$ cat src/core/tkp_pkg.sv
// Function
// - All reference, delta and threshold arithmetic uses 16-bit operands.
// - Each channel's reference slews toward the signal only while not detecting.
// - Threshold and hysteresis levels are taken relative to the current reference.
// - Reference follows a falling signal faster than a rising one.
// - Slow mode drift steps: 90 ms per sleep burst, 18 ms per sync pulse.
// - Detection threshold is twelve counts above reference on every channel.
// - Detected key releases once delta drops below threshold minus two.
// - Continuous detection longer than the selected maximum recalibrates the channel.
// - Maximum detection is ten seconds, sixty seconds, or infinite (no recalibration).
// - Stuck-key timing and recalibration are separate for every channel.
// - Fast mode timeouts count clock-derived units; so do slow mode ones, except bursts woken by sync.
// - Slow mode with sync counts each sync pulse as 18 ms.
// - Integrator counts detecting samples; one miss before the limit clears it.
// - Key goes active after six consecutive detecting samples.
// - Slow mode runs confirming bursts back to back, without sleeping.
// - All channels recalibrate at power-up before detection starts.
// - Reset pin held low at least 10 us then released recalibrates all.
// - Signal five counts below reference for two seconds recalibrates the channel.
// - Straps are read at power-up and every ten seconds without any touch.
// - A strap read takes 25 samples over 250 us; all must agree.
// - Straps a/b: 01 10 s, 10 60 s, 11 toggle 10 s, 00 infinite.
// - Toggle output flips only on detection onset; timeouts leave it alone.
// - Slow mode: sync wakes one burst; else wake after about 90 ms.
package tkp_pkg;
  localparam int CH_NUM = 4;
  localparam int DW     = 16;
  localparam int MSW    = 17;
  localparam int CRW    = 7;
  localparam int TMRW   = 24;
  localparam int RSTW   = 10;

  localparam logic [DW-1:0] THRESH    = 16'h000c;
  localparam logic [DW-1:0] HYST      = 16'h0002;
  localparam logic [DW-1:0] NEG_LIM   = 16'h0005;
  localparam logic [DW-1:0] REF_STEP  = 16'h0001;
  localparam logic [2:0]    INTEG_LIM = 3'h6;

  localparam int CLK_NS      = 10;
  localparam int MS_NS       = 1000000;
  localparam int MS_CYC      = MS_NS / CLK_NS;
  localparam int SLEEP_MS    = 90;
  localparam int SLEEP_CYC   = SLEEP_MS * MS_CYC;
  localparam int SYNC_MS     = 18;
  localparam int FAST_MS     = 1;
  localparam int STUCK10_MS  = 10000;
  localparam int STUCK60_MS  = 60000;
  localparam int NEG_MS      = 2000;
  localparam int OPT_MS      = 10000;
  localparam int DRIFT_DN_MS = 100;
  localparam int DRIFT_UP_MS = 1000;
  localparam int OPT_N       = 25;
  localparam int OPT_WIN_NS  = 250000;
  localparam int OPT_SP_CYC  = OPT_WIN_NS / (OPT_N * CLK_NS);
  localparam int RST_MIN_NS  = 10000;
  localparam int RST_MIN_CYC = (RST_MIN_NS + CLK_NS - 1) / CLK_NS;

  typedef enum logic [1:0] {TMO_10S, TMO_60S, TMO_INF} tkp_tmo_e;
  typedef enum logic {ST_BOOT, ST_RUN} tkp_st_e;

  typedef struct packed {
    logic rst_n;
    logic sync;
    logic speed;
    logic rca;
    logic rcb;
  } tkp_pins_s;

  typedef struct packed {
    tkp_pins_s s1;
    tkp_pins_s s2;
  } tkp_sync_s;

  typedef struct packed {
    logic slow;
    logic rca;
    logic rcb;
  } tkp_opt_s;

  typedef struct packed {
    logic            busy;
    logic [4:0]      cnt;
    logic [9:0]      tick;
    tkp_opt_s        first;
    logic            agree;
    logic            done;
    logic            ok;
  } tkp_smp_s;

  typedef struct packed {
    logic [DW-1:0]  refv;
    logic [2:0]     integ;
    logic           det;
    logic           tog;
    logic           pend;
    logic [MSW-1:0] stuck;
    logic [MSW-1:0] neg;
    logic [MSW-1:0] dn;
    logic [MSW-1:0] up;
  } tkp_ch_s;

  typedef struct packed {
    tkp_st_e                st;
    logic                   rst_prev;
    logic                   sync_prev;
    logic [RSTW-1:0]        lowc;
    tkp_opt_s               opt;
    logic [MSW-1:0]         optc;
    logic [TMRW-1:0]        tmr;
    logic                   want;
    logic [CRW-1:0]         want_cr;
    logic                   busy;
    logic [CRW-1:0]         cr;
    logic                   recal;
    logic                   burst;
    logic                   sleep;
    logic                   smp_start;
    logic [CH_NUM-1:0]      key;
    tkp_ch_s [CH_NUM-1:0]   ch;
  } tkp_top_s;

  function automatic tkp_tmo_e tkp_tmo(input tkp_opt_s o);
    case ({o.rca, o.rcb})
      2'b01, 2'b11: tkp_tmo = TMO_10S;
      2'b10:        tkp_tmo = TMO_60S;
      default:      tkp_tmo = TMO_INF;
    endcase
  endfunction

  function automatic logic [MSW-1:0] tkp_lim(input tkp_tmo_e t);
    case (t)
      TMO_60S: tkp_lim = MSW'(STUCK60_MS);
      default: tkp_lim = MSW'(STUCK10_MS);
    endcase
  endfunction
endpackage

$ cat src/core/tkp_sync2.sv
`timescale 1ns/1ps
module tkp_sync2
  import tkp_pkg::*;
(
  input  wire logic      mclk_i,
  input  wire logic      rst_n_i,
  input  tkp_pins_s      pins_i,
  output tkp_pins_s      pins_o
);
  tkp_sync_s s;
  tkp_sync_s n;

  assign pins_o = s.s2;

  always_comb begin
    n    = s;
    n.s1 = pins_i;
    n.s2 = s.s1;
  end

  always_ff @(posedge mclk_i) begin
    if (!rst_n_i) begin
      s <= '0;
    end else begin
      s <= n;
    end
  end
endmodule

$ cat src/core/tkp_opt_sampler.sv
`timescale 1ns/1ps
module tkp_opt_sampler
  import tkp_pkg::*;
(
  input  wire logic      mclk_i,
  input  wire logic      rst_n_i,
  input  wire logic      start_i,
  input  tkp_opt_s       strap_i,
  output logic           busy_o,
  output logic           done_o,
  output logic           ok_o,
  output tkp_opt_s       val_o
);
  localparam logic [9:0] SP_LIM = 10'(OPT_SP_CYC - 1);
  localparam logic [4:0] N_LIM  = 5'(OPT_N - 1);

  tkp_smp_s s;
  tkp_smp_s n;
  logic     same;

  assign same   = (strap_i == s.first);
  assign busy_o = s.busy;
  assign done_o = s.done;
  assign ok_o   = s.ok;
  assign val_o  = s.first;

  always_comb begin
    n      = s;
    n.done = 1'b0;
    if (start_i && !s.busy) begin
      n.busy = 1'b1;
      n.cnt  = '0;
      n.tick = '0;
    end else if (s.busy) begin
      if (s.tick == SP_LIM) begin
        n.tick = '0;
        n.cnt  = s.cnt + 5'h01;
        if (s.cnt == 5'h00) begin
          n.first = strap_i;
          n.agree = 1'b1;
        end else begin
          n.agree = s.agree && same;
        end
        if (s.cnt == N_LIM) begin
          n.busy = 1'b0;
          n.done = 1'b1;
          n.ok   = s.agree && same;
        end
      end else begin
        n.tick = s.tick + 10'h001;
      end
    end
  end

  always_ff @(posedge mclk_i) begin
    if (!rst_n_i) begin
      s <= '0;
    end else begin
      s <= n;
    end
  end
endmodule

$ cat src/core/tkp_top.sv
`timescale 1ns/1ps
module tkp_top
  import tkp_pkg::*;
#(
  parameter int MS_CYCLES    = MS_CYC,
  parameter int SLEEP_CYCLES = SLEEP_CYC
) (
  input  wire logic                     mclk_i,
  input  wire logic                     rst_n_i,
  input  wire logic                     recal_reset_n_i,
  input  wire logic                     sync_i,
  input  wire logic                     speed_strap_i,
  input  wire logic                     recal_strap_a_i,
  input  wire logic                     recal_strap_b_i,
  input  wire logic                     sample_valid_i,
  input  wire logic [CH_NUM-1:0][DW-1:0] raw_i,
  output logic                          burst_req_o,
  output logic                          sleep_o,
  output logic [CH_NUM-1:0]             key_o
);
  localparam logic [TMRW-1:0] FAST_LIM = TMRW'(MS_CYCLES - 1);
  localparam logic [TMRW-1:0] SLOW_LIM = TMRW'(SLEEP_CYCLES - 1);
  localparam logic [RSTW-1:0] RST_LIM  = RSTW'(RST_MIN_CYC);

  tkp_top_s          s;
  tkp_top_s          n;
  tkp_pins_s         pin_raw;
  tkp_pins_s         pin;
  tkp_opt_s          strap;
  tkp_opt_s          smp_val;
  logic              smp_busy;
  logic              smp_done;
  logic              smp_ok;
  logic [CH_NUM-1:0] chbusy;
  logic [CH_NUM-1:0] chdet;
  logic              confirm;
  logic              take;

  assign pin_raw = '{rst_n: recal_reset_n_i, sync: sync_i, speed: speed_strap_i,
                     rca: recal_strap_a_i, rcb: recal_strap_b_i};
  assign strap   = '{slow: pin.speed, rca: pin.rca, rcb: pin.rcb};

  tkp_sync2 u_sync (
    .mclk_i  (mclk_i),
    .rst_n_i (rst_n_i),
    .pins_i  (pin_raw),
    .pins_o  (pin)
  );

  tkp_opt_sampler u_smp (
    .mclk_i  (mclk_i),
    .rst_n_i (rst_n_i),
    .start_i (s.smp_start),
    .strap_i (strap),
    .busy_o  (smp_busy),
    .done_o  (smp_done),
    .ok_o    (smp_ok),
    .val_o   (smp_val)
  );

  genvar g;
  for (g = 0; g < CH_NUM; g++) begin : g_flag
    assign chbusy[g] = (s.ch[g].integ != 3'h0);
    assign chdet[g]  = s.ch[g].det;
  end

  // Pending confirmation keeps a slow-mode device awake
  assign confirm = (s.st == ST_RUN) && s.opt.slow && (|chbusy);
  assign take    = sample_valid_i && s.busy;

  assign burst_req_o = s.burst;
  assign sleep_o     = s.sleep;
  assign key_o       = s.key;

  always_comb begin
    tkp_ch_s               c;
    logic signed [DW-1:0]  d;
    logic                  rc;
    tkp_tmo_e              tmo;
    logic [MSW-1:0]        oc;
    c   = '0;
    d   = '0;
    rc  = 1'b0;
    tmo = tkp_tmo(s.opt);
    oc  = s.optc + MSW'(s.cr);
    n   = s;
    n.burst     = 1'b0;
    n.recal     = 1'b0;
    n.smp_start = 1'b0;
    n.rst_prev  = pin.rst_n;
    n.sync_prev = pin.sync;

    // Reset pin low time, saturating at the minimum
    if (!pin.rst_n) begin
      if (s.lowc != RST_LIM) begin
        n.lowc = s.lowc + RSTW'(1);
      end
    end else begin
      n.lowc = '0;
    end
    if (pin.rst_n && !s.rst_prev && s.lowc == RST_LIM) begin
      n.recal = 1'b1;
    end

    // Option reads; a failed read leaves the old settings in place
    if (smp_done) begin
      if (smp_ok) begin
        n.opt = smp_val;
      end
      if (s.st == ST_BOOT) begin
        if (smp_ok) begin
          n.st    = ST_RUN;
          n.recal = 1'b1;
        end else begin
          n.smp_start = 1'b1;
        end
      end
    end
    if (s.st == ST_RUN && take && chdet == '0 && !smp_busy) begin
      if (oc >= MSW'(OPT_MS)) begin
        n.optc      = '0;
        n.smp_start = 1'b1;
      end else begin
        n.optc = oc;
      end
    end

    // Burst scheduling
    if (take) begin
      n.busy = 1'b0;
    end
    if (s.st == ST_RUN) begin
      if (!s.busy && (s.want || confirm)) begin
        n.burst = 1'b1;
        n.busy  = 1'b1;
        n.cr    = s.want ? s.want_cr : '0;
        n.want  = 1'b0;
      end
      if (s.opt.slow && pin.sync && !s.sync_prev) begin
        n.tmr     = '0;
        n.want    = 1'b1;
        n.want_cr = CRW'(SYNC_MS);
      end else if (s.tmr >= (s.opt.slow ? SLOW_LIM : FAST_LIM)) begin
        n.tmr     = '0;
        n.want    = 1'b1;
        n.want_cr = s.opt.slow ? CRW'(SLEEP_MS) : CRW'(FAST_MS);
      end else begin
        n.tmr = s.tmr + TMRW'(1);
      end
    end
    n.sleep = (n.st == ST_RUN) && s.opt.slow && !n.busy && !confirm;

    // Per-channel processing, 16-bit reference and delta arithmetic, 17-bit timers
    for (int i = 0; i < CH_NUM; i++) begin
      c  = s.ch[i];
      d  = $signed(raw_i[i] - c.refv);
      rc = c.pend;
      if (take && !c.pend) begin
        if (d <= -$signed(NEG_LIM)) begin
          c.neg = c.neg + MSW'(s.cr);
          rc    = (c.neg >= MSW'(NEG_MS));
        end else begin
          c.neg = '0;
        end
        if (c.det) begin
          if (d < $signed(THRESH - HYST)) begin
            c.det   = 1'b0;
            c.stuck = '0;
          end else if (tmo != TMO_INF) begin
            c.stuck = c.stuck + MSW'(s.cr);
            if (c.stuck > tkp_lim(tmo)) begin
              rc = 1'b1;
            end
          end
        end else if (d >= $signed(THRESH)) begin
          c.integ = c.integ + 3'h1;
          if (c.integ == INTEG_LIM) begin
            c.det   = 1'b1;
            c.integ = 3'h0;
            c.tog   = ~c.tog;
          end
        end else begin
          c.integ = 3'h0;
          if (d[DW-1]) begin
            c.up = '0;
            c.dn = c.dn + MSW'(s.cr);
            if (c.dn >= MSW'(DRIFT_DN_MS)) begin
              c.dn   = '0;
              c.refv = c.refv - REF_STEP;
            end
          end else if (d != '0) begin
            c.dn = '0;
            c.up = c.up + MSW'(s.cr);
            if (c.up >= MSW'(DRIFT_UP_MS)) begin
              c.up   = '0;
              c.refv = c.refv + REF_STEP;
            end
          end
        end
      end
      if (take && rc) begin
        c.refv  = raw_i[i];
        c.integ = 3'h0;
        c.det   = 1'b0;
        c.stuck = '0;
        c.neg   = '0;
        c.dn    = '0;
        c.up    = '0;
        c.pend  = 1'b0;
      end
      // A new request wins over the one being served
      if (s.recal) begin
        c.pend = 1'b1;
      end
      n.ch[i]  = c;
      n.key[i] = (s.opt.rca && s.opt.rcb) ? c.tog : c.det;
    end
  end

  always_ff @(posedge mclk_i) begin
    if (!rst_n_i) begin
      s           <= '0;
      s.smp_start <= 1'b1;
    end else begin
      s <= n;
    end
  end

  for (g = 0; g < CH_NUM; g++) begin : g_ast
    logic signed [DW-1:0] ad;
    assign ad = $signed(raw_i[g] - s.ch[g].refv);

  end
endmodule

$ cat config.mk
export PLATFORM = sky130hd
export DESIGN_NAME = tkp_top
export DESIGN_NICKNAME = d
export VERILOG_FILES = /design/src/core/tkp_pkg.sv /design/src/core/tkp_sync2.sv /design/src/core/tkp_opt_sampler.sv /design/src/core/tkp_top.sv
export SDC_FILE = /design/constraint.sdc
export NUM_CORES = 2
export LEC_CHECK = 0
export BUFFER_PORTS_ARGS = -buffer_cell sky130_fd_sc_hd__buf_2
export CAP_MARGIN = 20
export CORE_MARGIN = 2
export CORE_UTILIZATION = 50
export DETAILED_ROUTE_END_ITERATION = 10
export PLACE_DENSITY = 0.66
export SLEW_MARGIN = 10
export SYNTH_ARGS = -nofsm -noshare
export SYNTH_HDL_FRONTEND = slang
export SYNTH_SLANG_ARGS = --single-unit
$ cat constraint.sdc
create_clock -name mclk_i -period 6.48 [get_ports mclk_i]
set_clock_uncertainty 0.2 [all_clocks]
set_input_delay 0.324 -clock mclk_i [delete_from_list [all_inputs] [get_ports mclk_i]]
set_output_delay 0.324 -clock mclk_i [all_outputs]
set_load 0.02 [all_outputs]
==> results.json <==
{
  "via_per_inst": 5.84,
  "cts_buffers": 54,
  "power.leakage_nw": 14.5,
  "ys.flop_type": "dfxtp_1",
  "synthArstFlopShare": 0,
  "firstDrtPassIters": 5,
  "synth_fp_nets": 4639,
  "synth_top_family_by_area": "simple AND/OR/NAND/NOR gates",
  "use_met2": 0.392,
  "cts_resized": 0,
  "grt_first_pass_wirelength_um": 140000,
  "crit_slowest_cell": "o41ai_1",
  "setup_viol": 0,
  "synth_xor_area_frac": 0.0708,
  "grt_pass1_vias": 28414,
  "stdcell_area_sq_um": 37200,
  "core_area_sq_um": 66000,
  "ioPinCount": 78,
  "antenna_cells": 0,
  "nNetsFinal": 4730,
  "ant_nets": 0,
  "cts_root_buf": "clkbuf_16",
  "period_minus_slack_ns": 5.88,
  "muxShareOfSynthArea": 0.0117,
  "grt_overflow_total": 0,
  "max_slew.worst_pin.slew_ns": 0.939,
  "drv_slew": 0,
  "dieArea_sq_um": 68900,
  "cp.arrival_ns": 6.18,
  "start_util": 0.506,
  "crit_fanout": 18,
  "peakVddDrop_mv": 0.196,
  "synth_edf_count": 0,
  "register_area_sq_um": 9310,
  "synth_compound_gate_area_share": 0.227,
  "cp_slowest_stage_delay_ns": 0.59,
  "min_period_over_period": 0.907,
  "synth.distinct_cells": 104,
  "fp.dieW_um": 263,
  "place_hpwl_um": 59300,
  "grtUsageTotal": 0.234,
  "max_freq_mhz": 170,
  "syn_avg_cell_area_sq_um": 7.81,
  "yosysWarnings": 0,
  "drc_errors": 0,
  "clk_pin_slew_worst_paths_ns": 0.07,
  "synthAdderAreaFrac": 0.113,
  "grt_util_met1": 0.318,
  "final.setup.tns_ns": 0,
  "wl_per_cell_um": 15.8,
  "ys_seq_elements": 465,
  "endpoint_kind": "flop",
  "via_count": 30803,
  "yosys.area_share.simple": 0.259,
  "cap_violations": 0,
  "power_density_nw_per_um2": 181,
  "final_hold_viol_count": 0,
  "slew-limit-headroom": 0.369,
  "grt_max_degree": 56,
  "multi_input_area_sq_um": 22800,
  "die_h_um": 263,
  "routed_wl_um": 83500,
  "h-tree-depth": 2,
  "globalplace.congestion": 0.877,
  "drt_iter0_drc": 2125,
  "antenna_found_initial": 0,
  "clock_latency_ns": 0.63,
  "clkSinkCount": 465,
  "ys_seq_area_frac": 0.279,
  "required_ns": 6.78,
  "syn-cell-area_sq_um": 33400,
  "syn_inst": 4279,
  "cts_tree": "built",
  "io_buffers": 77,
  "worstSetupPathType": "flop to flop",
  "start_kind": "flop",
  "num_rows": 94,
  "fillCellCount": 6164,
  "detailed_place.area_sq_um": 34600,
  "r2r_slack_ns": 0.60,
  "cp_cell_sequence": "inv_1 > ha_1 > nor2b_1 > o31a_1 > o31a_1 > o2111ai_1 > and3_1 > or3_1 > nand2_1 > buf_4 > ha_1 > a21o_1 > a2111oi_0 > o31ai_1 > o41ai_1 > o2111ai_1 > a21oi_1 > xnor2_1 > nor4_1 > a41oi_1 > o221ai_1",
  "fin_util": 0.564,
  "drive_gt1_frac": 0.0698,
  "rsz0062_at_grt": "no",
  "area_growth_pct": 11.4,
  "status": "complete, no violations",
  "grt_util_met3": 0.0237,
  "hold_class": "input port to flop",
  "cts_buffer_depth": 3,
  "grt_busiest_layer": "met2"
}
## where the power goes
| part | internal [W] | switching, W |
|---|---|---|
| clock | 0.00194 | 0.00128 |
| sequential | 0.00287 | 0.00000551 |
| combinational | 0.000252 | 0.000383 |
| total | 0.00506 | 0.00167 |
## state kept, by name, indices dropped and copies added (netlist names)
register,cells
sleep_o,1
u_smp.val_o,3
u_smp.s,16
u_sync.pins_o,5
key_o,4
chdet,4
u_sync.n,5
u_smp.busy_o,1
u_smp.ok_o,1
burst_req_o,1
s,423
u_smp.done_o,1
## cells in the mapped netlist (16+ instances only)
cell	instances	share of area
a211o_1	16	0.0042
nand4b_1	17	0.0045
nor4_1	24	0.0045
and2_1	88	0.016
o211ai_1	28	0.0063
o31ai_1	21	0.0047
a31oi_1	79	0.015
o21ai_0	262	0.039
xor2_1	127	0.033
nand3b_1	53	0.012
buf_2	25	0.0037
nor3_1	118	0.018
o21bai_1	23	0.0052
nand2b_1	52	0.0097
nor3b_1	18	0.0040
a22oi_1	52	0.012
xnor2_1	143	0.037
dfxtp_1	465	0.28
and3_1	72	0.013
or3_1	69	0.013
nand4_1	68	0.013
or4_1	16	0.0036
mux2i_1	30	0.0090
and4_1	16	0.0042
o22ai_1	18	0.0034
o21a_1	36	0.0081
nor2_1	424	0.048
nand3_1	161	0.024
a21oi_1	393	0.059
ha_1	263	0.098
nor2b_1	62	0.012
a211oi_1	31	0.0070
nand2_1	345	0.039
a21o_1	62	0.014
or2_2	24	0.0045
clkbuf_1	111	0.012
inv_1	172	0.019
fa_1	25	0.015
## what timing repair did
item / CTS / global route
hold buffers: 69 / 0
hold endpoints to repair: 73 / 0
setup buffers: 0 / 0
## layout by cell type, fill, tap and decap left out, types with 16 or more instances in the layout
| cell type | synthesis | routed |
|---|---|---|
| and3_1 | 72 | 72 |
| a211oi_1 | 31 | 31 |
| nand4_1 | 68 | 68 |
| and2_1 | 88 | 88 |
| or3_1 | 69 | 69 |
| nor3_1 | 118 | 118 |
| mux2i_1 | 30 | 30 |
| nand3_1 | 161 | 161 |
| dfxtp_1 | 465 | 463 |
| xnor2_1 | 143 | 143 |
| nand2b_1 | 52 | 52 |
| nand3b_1 | 53 | 53 |
| o31ai_1 | 21 | 20 |
| o21ai_0 | 262 | 262 |
| o21bai_1 | 23 | 23 |
| nor2b_1 | 62 | 62 |
| o211ai_1 | 28 | 28 |
| o21a_1 | 36 | 36 |
| nand2_1 | 345 | 344 |
| or2_2 | 24 | 24 |
| or4_1 | 16 | 16 |
| ha_1 | 263 | 263 |
| nor2_1 | 424 | 424 |
| and4_1 | 16 | 16 |
| a21o_1 | 62 | 62 |
| a31oi_1 | 79 | 79 |
| buf_2 | 25 | 76 |
| clkbuf_16 | 0 | 55 |
| inv_1 | 172 | 171 |
| nor3b_1 | 18 | 18 |
| a22oi_1 | 52 | 52 |
| xor2_1 | 127 | 126 |
| a211o_1 | 16 | 16 |
| o22ai_1 | 18 | 18 |
| fa_1 | 25 | 25 |
| a21oi_1 | 393 | 393 |
| nor4_1 | 24 | 24 |
| nand4b_1 | 17 | 17 |
| buf_4 | 4 | 48 |
| dlygate4sd3_1 | 0 | 69 |
## cell type report
class	instances	share of cell area
clock buffers	73	0.0415
clock inverters	24	0.00901
inverters	175	0.0178
multi-input cells	3480	0.613
flip-flops and latches	465	0.250
well taps	864	0.0290
repair buffers	194	0.0390
## through the flow
stage | cells | total power [W] | worst slack, ns | hold slack, ns
final | 5275 | 0.00673 | 0.600 | 0.166
after global routing | 5275 | 0.00698 | 0.0334 | 0.206
after CTS | 5273 | 0.00681 | 0.709 | 0.129
after detailed placement | 5107 | 0.00353 | 0.773 | 0.222
after global placement | 5107 | 0.00353 | 0.844 | 0.221
after floorplan | 4279 | 0.00337 | 0.993 | 0.212
## cell families after synthesis
family	count (synthesis)
adders and majority gates	288
xor gates and xnor gates	270
buffers and inverters	334
AOI/OAI and AO/OA	1199
and+or+nand+nor	1685
DFF	465
muxes	38
## critical path, delay by kind of cell, from the launching register on
kind | cells | cell delay, ns
adder cells (fa/ha/maj) | 2 | 0.58
flip-flops | 1 | 0.42
XOR/XNOR | 1 | 0.16
buffers and inverters | 2 | 0.37
AND/OR/NAND/NOR | 5 | 1.08
AO/OA/AOI/OAI | 11 | 2.97
## worst paths after layout
path,startpoint,end,cells past startpoint
setup / recovery,s[345]$_SDFFE_PN0P_,s[359]$_SDFFE_PN0P_,21
hold / removal,raw_i[16],s[164]$_SDFFE_PN0P_,5
setup reg to reg,s[345]$_SDFFE_PN0P_,s[359]$_SDFFE_PN0P_,21
hold reg to reg,u_sync.n[2]$_SDFF_PN0_,u_sync.pins_o[2]$_SDFF_PN0_,1
## routing by layer
layer,up-vias,wire length [um]
met4,0,2090
li1,15763,-
met3,124,2820
met2,504,38300
met1,14412,40200
met5,-,0
(Power assumes the default switching activity.)
